## config.mk

```make
export PLATFORM = sky130hd
export DESIGN_NAME = strap_and_panel_ctrl_regs
export DESIGN_NICKNAME = d
export VERILOG_FILES = /design/src/panel_regs_pkg.sv /design/src/reset_release_sync.sv /design/src/strap_latch.sv /design/src/strap_and_panel_ctrl_regs.sv
export SDC_FILE = /design/constraint.sdc
export NUM_CORES = 1
export LEC_CHECK = 0
export ABC_AREA = 1
export ABC_CLOCK_PERIOD_IN_PS = 800
export CAP_MARGIN = 15
export CORE_UTILIZATION = 40
export CTS_BUF_LIST = sky130_fd_sc_hd__clkbuf_8
export CTS_CLUSTER_SIZE = 16
export DETAILED_ROUTE_END_ITERATION = 10
export DONT_BUFFER_PORTS = 1
export PLACE_DENSITY_LB_ADDON = 0.12
export RECOVER_POWER = 100
export SLEW_MARGIN = 0
export SYNTH_ARGS = -nofsm -noshare
export SYNTH_HDL_FRONTEND = slang
export SYNTH_SLANG_ARGS = --single-unit
```

## constraint.sdc

```tcl
create_clock -name clk_sys -period 0.8 [get_ports clk_sys]
set_input_delay 0.08 -clock clk_sys [delete_from_list [all_inputs] [get_ports clk_sys]]
set_output_delay 0.08 -clock clk_sys [all_outputs]
set_load 0.005 [all_outputs]
```

## src/panel_regs_pkg.sv

```systemverilog
// Constants for the board strap and flat-panel control register bank.
// ---------------------------------------------------------------------------
// Operation
// - The strap pins are caught in a read-only register when reset is released.
// - A strap pin left open reads as one and the board pulls it low for a zero.
// - Strap bit 7 gives the host bus type and strap bit 4 the boot ROM size.
// - Strap bit 6 low means the engine clock synthesizer is bypassed.
// - Strap bit 5 low means the display, pixel and memory clocks are bypassed.
// - Panel status gives panel on in bit 0, sequencing busy in bit 1, zero above.
// - Compensation bit 7 turns on vertical expansion and resets to zero.
// - Compensation bit 5 turns on horizontal expansion and resets to zero.
// - Compensation bit 1 halves text and cursor blink rates and resets to zero.
// - Compensation bit 0 turns on text line insertion and resets to zero.
// - The scan FIFO register holds a two-bit threshold in bits 1:0, reset zero.
// ---------------------------------------------------------------------------
package panel_regs_pkg;

  // ---------------------------------------------------------------------------
  // Register map
  // ---------------------------------------------------------------------------
  localparam int ADDR_W = 12;
  localparam int DATA_W = 32;
  localparam int STRAP_W = 8;
  localparam int THR_W = 2;
  localparam logic [ADDR_W-1:0] OFF_STRAP = 12'h4C0;
  localparam logic [ADDR_W-1:0] OFF_STATUS = 12'h500;
  localparam logic [ADDR_W-1:0] OFF_COMP = 12'h504;
  localparam logic [ADDR_W-1:0] OFF_THR = 12'h505;

  // ---------------------------------------------------------------------------
  // Field positions
  // ---------------------------------------------------------------------------
  localparam int STRAP_BUS_BIT = 7;
  localparam int STRAP_SCLK_BIT = 6;
  localparam int STRAP_PIXEL_DOT_CLOCK_BIT = 5;
  localparam int STRAP_ROM_BIT = 4;
  localparam int STAT_ON_BIT = 0;
  localparam int STAT_SEQ_BIT = 1;
  localparam int COMP_VEXP_BIT = 7;
  localparam int COMP_HEXP_BIT = 5;
  localparam int COMP_BLINK_BIT = 1;
  localparam int COMP_LINS_BIT = 0;

  // ---------------------------------------------------------------------------
  // Reset values and masks
  // ---------------------------------------------------------------------------
  localparam logic [STRAP_W-1:0] STRAP_RST = 8'hFF;
  localparam logic [7:0] COMP_MASK = 8'hA3;
  localparam logic [7:0] COMP_RST = 8'h00;
  localparam logic [THR_W-1:0] THR_RST = 2'h0;
  localparam logic [DATA_W-1:0] DATA_ZERO = 32'h0000_0000;

endpackage : panel_regs_pkg

```

## src/reset_release_sync.sv

```systemverilog
// Two-stage release synchroniser for the asynchronous chip reset.
`timescale 1ns/100ps
module reset_release_sync (
  // Clock and raw reset
  input wire logic clk_sys,
  input wire logic rst_n,
  // Synchronised reset
  output logic rst_sync_n
);
  logic meta_q;

  // The first stage feeds only the second, so release never races the logic.
  always_ff @(posedge clk_sys or negedge rst_n) begin
    if (!rst_n) begin
      meta_q <= 1'b0;
      rst_sync_n <= 1'b0;
    end else begin
      meta_q <= 1'b1;
      rst_sync_n <= meta_q;
    end
  end
endmodule : reset_release_sync

```

## src/strap_latch.sv

```systemverilog
// Catches the board strap pins once after reset release and holds them.
`timescale 1ns/100ps
module strap_latch
  import panel_regs_pkg::*;
#(
  parameter int W = STRAP_W
) (
  // Clock and reset
  input wire logic clk_sys,
  input wire logic rst_sync_n,
  // Strap pins
  input wire logic [W-1:0] strap_pins,
  // Caught value
  output logic [W-1:0] strap_q,
  output logic done_q
);
  typedef enum logic {ST_CAPTURE, ST_HOLD} latch_state_t;
  latch_state_t state_q;

  // ---------------------------------------------------------------------------
  // Sequence
  // ---------------------------------------------------------------------------
  always_ff @(posedge clk_sys or negedge rst_sync_n) begin
    if (!rst_sync_n) begin
      state_q <= ST_CAPTURE;
    end else begin
      unique case (state_q)
        ST_CAPTURE: state_q <= ST_HOLD;
        ST_HOLD: state_q <= ST_HOLD;
      endcase
    end
  end

  // Reset loads the open-pin value; pins are read only on the release edge.
  always_ff @(posedge clk_sys or negedge rst_sync_n) begin
    if (!rst_sync_n) begin
      strap_q <= W'(STRAP_RST);
    end else if (state_q == ST_CAPTURE) begin
      strap_q <= strap_pins;
    end
  end

  assign done_q = (state_q == ST_HOLD);
endmodule : strap_latch

```

## src/strap_and_panel_ctrl_regs.sv

```systemverilog
// Register bank for board straps, panel status and panel image controls.
`timescale 1ns/100ps
module strap_and_panel_ctrl_regs
  import panel_regs_pkg::*;
(
  // Clock and reset
  input wire logic clk_sys,
  input wire logic rst_n,
  // Register port
  input wire logic [ADDR_W-1:0] reg_addr,
  input wire logic [DATA_W-1:0] reg_wdata,
  input wire logic reg_wr,
  input wire logic reg_rd,
  output logic [DATA_W-1:0] reg_rdata,
  // Board strap pins
  input wire logic [STRAP_W-1:0] strap_pins,
  // Panel state from the sequencer
  input wire logic panel_on,
  input wire logic panel_seq_busy,
  // Strap-decoded modes
  output logic strap_valid,
  output logic host_bus_agp,
  output logic engine_clk_bypass,
  output logic disp_clk_bypass,
  output logic rom_size_64k,
  output logic [3:0] strap_sw_field,
  // Panel image controls
  output logic vert_expand_en,
  output logic horiz_expand_en,
  output logic blink_half_en,
  output logic text_line_insert_en,
  output logic [THR_W-1:0] dual_scan_panel_threshold
);

  // ---------------------------------------------------------------------------
  // Helpers
  // ---------------------------------------------------------------------------
  function automatic logic hit(
    input logic [ADDR_W-1:0] a,
    input logic [ADDR_W-1:0] off
  );
    hit = (a == off);
  endfunction : hit

  function automatic logic [DATA_W-1:0] zext8(input logic [7:0] v);
    zext8 = {24'h00_0000, v};
  endfunction : zext8

  // ---------------------------------------------------------------------------
  // Reset release
  // ---------------------------------------------------------------------------
  logic rst_sync_n;

  reset_release_sync u_rst (
    .clk_sys(clk_sys),
    .rst_n(rst_n),
    .rst_sync_n(rst_sync_n)
  );

  // ---------------------------------------------------------------------------
  // Strap capture
  // ---------------------------------------------------------------------------
  logic [STRAP_W-1:0] strap_q;
  logic strap_done;

  strap_latch #(
    .W(STRAP_W)
  ) u_strap (
    .clk_sys(clk_sys),
    .rst_sync_n(rst_sync_n),
    .strap_pins(strap_pins),
    .strap_q(strap_q),
    .done_q(strap_done)
  );

  // Writes are never decoded for the strap offset, so it cannot be altered.
  assign strap_valid = strap_done;
  assign host_bus_agp = strap_q[STRAP_BUS_BIT];
  assign rom_size_64k = strap_q[STRAP_ROM_BIT];
  assign engine_clk_bypass = ~strap_q[STRAP_SCLK_BIT];
  assign disp_clk_bypass = ~strap_q[STRAP_PIXEL_DOT_CLOCK_BIT];
  assign strap_sw_field = strap_q[3:0];

  // ---------------------------------------------------------------------------
  // Write decode
  // ---------------------------------------------------------------------------
  logic wr_comp;
  logic wr_thr;

  assign wr_comp = reg_wr && hit(reg_addr, OFF_COMP);
  assign wr_thr = reg_wr && hit(reg_addr, OFF_THR);

  // ---------------------------------------------------------------------------
  // Image compensation
  // ---------------------------------------------------------------------------
  logic [7:0] comp_q;

  // Reserved bits are masked off so they always read back as zero.
  always_ff @(posedge clk_sys or negedge rst_sync_n) begin
    if (!rst_sync_n) begin
      comp_q <= COMP_RST;
    end else if (wr_comp) begin
      comp_q <= reg_wdata[7:0] & COMP_MASK;
    end
  end

  assign vert_expand_en = comp_q[COMP_VEXP_BIT];
  assign horiz_expand_en = comp_q[COMP_HEXP_BIT];
  assign blink_half_en = comp_q[COMP_BLINK_BIT];
  assign text_line_insert_en = comp_q[COMP_LINS_BIT];

  // ---------------------------------------------------------------------------
  // Scan FIFO threshold
  // ---------------------------------------------------------------------------
  logic [THR_W-1:0] thr_q;

  always_ff @(posedge clk_sys or negedge rst_sync_n) begin
    if (!rst_sync_n) begin
      thr_q <= THR_RST;
    end else if (wr_thr) begin
      thr_q <= reg_wdata[THR_W-1:0];
    end
  end

  assign dual_scan_panel_threshold = thr_q;

  // ---------------------------------------------------------------------------
  // Read path
  // ---------------------------------------------------------------------------
  logic [DATA_W-1:0] rd_d;

  always_comb begin
    rd_d = DATA_ZERO;
    if (hit(reg_addr, OFF_STRAP)) begin
      rd_d = zext8(strap_q);
    end else if (hit(reg_addr, OFF_STATUS)) begin
      rd_d[STAT_ON_BIT] = panel_on;
      rd_d[STAT_SEQ_BIT] = panel_seq_busy;
    end else if (hit(reg_addr, OFF_COMP)) begin
      rd_d = zext8(comp_q);
    end else if (hit(reg_addr, OFF_THR)) begin
      rd_d[THR_W-1:0] = thr_q;
    end
  end

  // Data stand only in the cycle after the strobe; otherwise the port is zero.
  always_ff @(posedge clk_sys or negedge rst_sync_n) begin
    if (!rst_sync_n) begin
      reg_rdata <= DATA_ZERO;
    end else if (reg_rd) begin
      reg_rdata <= rd_d;
    end else begin
      reg_rdata <= DATA_ZERO;
    end
  end
endmodule : strap_and_panel_ctrl_regs

```

### Yosys cells after proc, flatten, opt, wreduce, memory -nomap -nowiden

Cells that the tools add are included.

| operators by class | value |
|---|---|
| eq/ne operators | 4 |
| muxes and demuxes | 7 |
| bitwise operators | 2 |
| reductions and logical operators | 2 |

Operators with widths:

| cell | number |
|---|---|
| $mux 32 | 2 |
| $eq 12x11->1 const B | 4 |
| $mux 30 | 1 |
| $mux 2 | 3 |
| $mux 6 | 1 |
| $logic_and 1x1->1 | 2 |
| $not 1->1 | 2 |

| word-level totals | value |
|---|---|
| register bits | 49 |
| input bits | 58 |
| output and inout port bits | 47 |
| logic and storage cells | 22 |

### Logic depth before layout (Yosys ltp)

| logic depth | value |
|---|---|
| depth after elaboration | 6 |
| mapped depth | 8 |
| mapped depth without buffers | 8 |

### Modules after synthesis

A second synthesis with hierarchy kept.

| unflattened totals | value |
|---|---|
| cell total of the unflattened synthesis | 170 |
| area, all modules | 1407.6 sq um |

By module, submodules not included:

| module | times used | cells an instance | area an instance (sq um) | sequential area each (sq um) |
|---|---|---|---|---|
| strap_and_panel_ctrl_regs | 1 | 131 | 1009.7 | 350.3 |
| strap_latch | 1 | 36 | 344.1 | 235.2 |
| reset_release_sync | 1 | 3 | 53.8 | 50.0 |

### Worst setup path after synthesis

OpenSTA, ideal clock, no wires.

| path | value |
|---|---|
| path kind | reg-to-reg |
| start | reg u_strap.state_q, in the netlist u_strap.done_q |
| end | reg u_strap.strap_q[2] |
| library setup time | 0.073 ns |
| arrival time | 0.755 ns |
| data required time | 0.727 ns |
| setup slack | -0.028 ns |
| cell stages (with the launch flop) | 4 |
| path buffers | 1 |
| period minus slack after synthesis | 0.828 ns |
| cell sequence | dfrtp_1 > buf_2 > nor2_1 > a21oi_1 |

RTL lines:

| what | line | source |
|---|---|---|
| start: declaration | strap_latch.sv:18 | `latch_state_t state_q;` |
| start signal: assignment | strap_latch.sv:25 | `state_q <= ST_CAPTURE;` |
| start signal: assignment | strap_latch.sv:28 | `ST_CAPTURE: state_q <= ST_HOLD;` |
| start signal: assignment | strap_latch.sv:29 | `ST_HOLD: state_q <= ST_HOLD;` |
| end signal: assignment | strap_latch.sv:37 | `strap_q <= W'(STRAP_RST);` |
| end signal: assignment | strap_latch.sv:39 | `strap_q <= strap_pins;` |
| end: declaration | strap_latch.sv:14 | `output logic [W-1:0] strap_q,` |

### Worst setup path after layout

| path | value |
|---|---|
| start | reg u_strap.state_q, in the netlist u_strap.done_q |
| end | out strap_valid |

RTL lines:

| what | line | source |
|---|---|---|
| end: declaration | strap_and_panel_ctrl_regs.sv:21 | `output logic strap_valid,` |

No word-level cell between the ends.

==> run metrics <==
Critical Path Fanout Max=3; Mapped Cells=164; outcome=finished, violations left; Tmin final=1.019 ns; Final Cycle Share=1.274; CTS buffer count=3; most frequent CP cell=buf_6; max-cap violation count=0; CP Buf/Inv Count=2; power per standard cell area=1370 mW/mm^2; violated checks=setup timing; Slew Viols, Final=0; clock tree buffer depth=2; final hold viol count=0; Die ar.=0.003728 mm^2; pre-CTS WS=-0.09088 ns; Synth Cell Area=0.001395 mm^2; clock sink total=25; fmax=981.4 MHz; floorplan core area=0.003337 mm^2; CTS root buffer=clkbuf_8; FF/Latch Area=635.6 um^2; Crit path arrival time=0.94 ns; initial antenna violation count=0; final wirelength=2718 um; Netlist cell types=22; Largest stage delay, worst path=0.42 ns; dpl cells=219; Die Span Y=61.06 um; Worst path slowest cell=dfrtp_1; I/O pin total=105; startpoint types=flop; crit end category=primary output; initial core utilization=0.4181; synth warn=0; setup ws final=-0.2190 ns; antenna diode count=0; Detail Route Antenna Nets=0; synth-to-layout area growth=30.49%; DR WL/cell=11.19 um; clock latency at the later pin of the worst-skew pair=0.27 ns; via count=1050; crit path cell chain=buf_6, buf_6; vias per cell=4.321; DR DRC count=0; syn_area_per_cell=8.507 um^2; total power=2.493 mW; die width=61.06 um; fin nets=256; Seq cells post-synth=25; largest net degree at the start of global routing=24; Final Util=0.5456; global-route wire length before repair=3933 um; CTS tree=built; sequential area share after synthesis=0.4556; input/output buffers=0; Hold Crit Class=in -> async; clock skew=0.007112 ns; RSZ-0062 raised after global routing=yes; Final setup viols=26; CP delay by family, top=flip-flops; Core Rows=21; worst endpoint required time=0.72 ns; # fillers=338; number of global-route vias before repair=1015; grt ovf=0; All-Layer GR Usage=0.1442; TritonRoute pass-1 iters=4; layout cells sized above 1=0.3604; routability cong.=0.7344; leakage=0.9168 nW; Layout Cells excl Fill=243; Clock Pin Slew Worst Setup and Hold Paths=0.09 ns; H-Tree Level Count=1; Post-DP HPWL=1943 um; DR iter-0 viols=38; critical path type=reg -> out; worst vdd ir=0.6661 mV; Setup TNS Final=-2.969 ns; multi-input combinational cell area=634.4 um^2
state kept, by name (all words and copies together) (netlist names):
register / cells
u_rst.rst_sync_n: 1
u_rst.meta_q: 1
u_strap.strap_q: 8
u_strap.done_q: 1
dual_scan_panel_threshold: 2
comp_q: 4
reg_rdata: 8
layout make-up:
class                           count  area share
Multi-Input combinational cell    111      0.3485
Inverter                           23     0.05086
Sequential cell                    25      0.3491
Clock inverter                      1    0.004124
Clock buffer                        3     0.02268
Timing Repair Buffer               34      0.1931
Tap cell                           46     0.03162
through the flow:
step / hold slack, ns / area [um^2]
final: 0.02756 / 1821
after global routing: 0.03861 / 1821
after detailed placement: -0.2156 / 1458
after global placement: -0.2156 / 1458
after CTS: 0.02628 / 1747
after floorplan: -0.2156 / 1500
kinds of logic after synthesis:
group / after synthesis / synth area share
AO/OA/AOI/OAI: 11 / 0.04484
buffers and inverters: 52 / 0.2170
flip-flops: 25 / 0.4556
multiplexers: 3 / 0.02421
other: 2 / 0.005383
AND/OR/NAND/NOR: 71 / 0.2529
placed cells by master, fill, tap and decap left out:
cell,instances
a21oi_2,4
a21oi_4,1
and3_4,1
buf_12,1
buf_2,1
buf_4,5
buf_6,11
clkbuf_16,1
clkbuf_2,2
clkbuf_8,3
clkinv_2,1
clkinvlp_4,1
conb_1,26
dfrtp_1,17
dfstp_1,2
dfstp_2,6
dlygate4sd3_1,13
inv_1,14
inv_2,6
inv_4,2
mux2_4,3
nand2_1,27
nand2_2,4
nand3_1,7
nand3_2,1
nand4_2,1
nand4_4,1
nor2_1,16
nor2_2,4
nor2_4,9
o21ai_0,4
o21ai_2,2
worst register-to-register path, cell delays in order, from the launching register on:
cell and delay (ns):
dfrtp_1 0.40, buf_6 0.12, inv_4 0.04, nor2_1 0.04, nand3_1 0.08, nand3_1 0.08
nand2_1 0.07, nand2_1 0.05
final timing paths:
| path | start | end | slack [ns] | cells after the start |
|---|---|---|---|---|
| max | u_strap.done_q | strap_valid | -0.22 | 2 |
| min | rst_n | u_rst.rst_sync_n | 0.03 | 1 |
| max reg2reg | dual_scan_panel_threshold[0] | reg_rdata[0] | -0.17 | 7 |
| min reg2reg | u_rst.rst_sync_n | u_strap.done_q | 0.29 | 1 |
| max in group asynchronous | u_rst.rst_sync_n | u_strap.strap_q[3] | 0.15 | 1 |
| min in group clk_sys | reg_wr | comp_q[5] | 0.03 | 2 |
report_power, final:
part / internal, mW / switching (mW) / total (mW)
logic: 0.167 / 0.192 / 0.359
clock network: 0.353 / 0.406 / 0.759
registers: 1.34 / 0.0386 / 1.38
synth_stat cells:
library cell / n / area [um^2]
and3_4: 1 / 11.26
nor2_2: 3 / 18.77
nor2_4: 3 / 33.78
nand3_2: 1 / 10.01
nand4_4: 1 / 21.27
clkinv_2: 1 / 5.000
buf_4: 28 / 210.2
o21ai_0: 4 / 20.02
inv_2: 1 / 3.750
buf_2: 1 / 5.000
nand2_1: 28 / 105.1
nand3_1: 7 / 35.03
a21oi_1: 5 / 25.02
dfstp_2: 8 / 210.2
nand2_2: 3 / 18.77
dfrtp_1: 17 / 425.4
mux2_2: 3 / 33.78
nor2_1: 23 / 86.33
nand4_2: 1 / 12.51
inv_1: 21 / 78.83
conb_1: 2 / 7.510
o21ai_2: 2 / 17.52
routing by layer:
layer,vias up,share of wire,global-route usage
li1,506,-,-
met4,0,0.018,0.06169
met3,6,0.030,0.01891
met1,505,0.37,0.1481
met2,33,0.58,0.2873
met5,-,0,0
repair_timing:
| action | in CTS | in global routing |
|---|---|---|
| buffers inserted | 7 | 1 |
| hold endpoints to repair | 16 | 0 |
| setup endpoints to repair | 23 | 27 |
| pin swaps | 0 | 14 |
| gates resized for setup | 20 | 21 |
| hold buffers | 13 | 0 |
| gates cloned | 0 | 1 |
No activity file was read; power rests on OpenSTA's default activity.
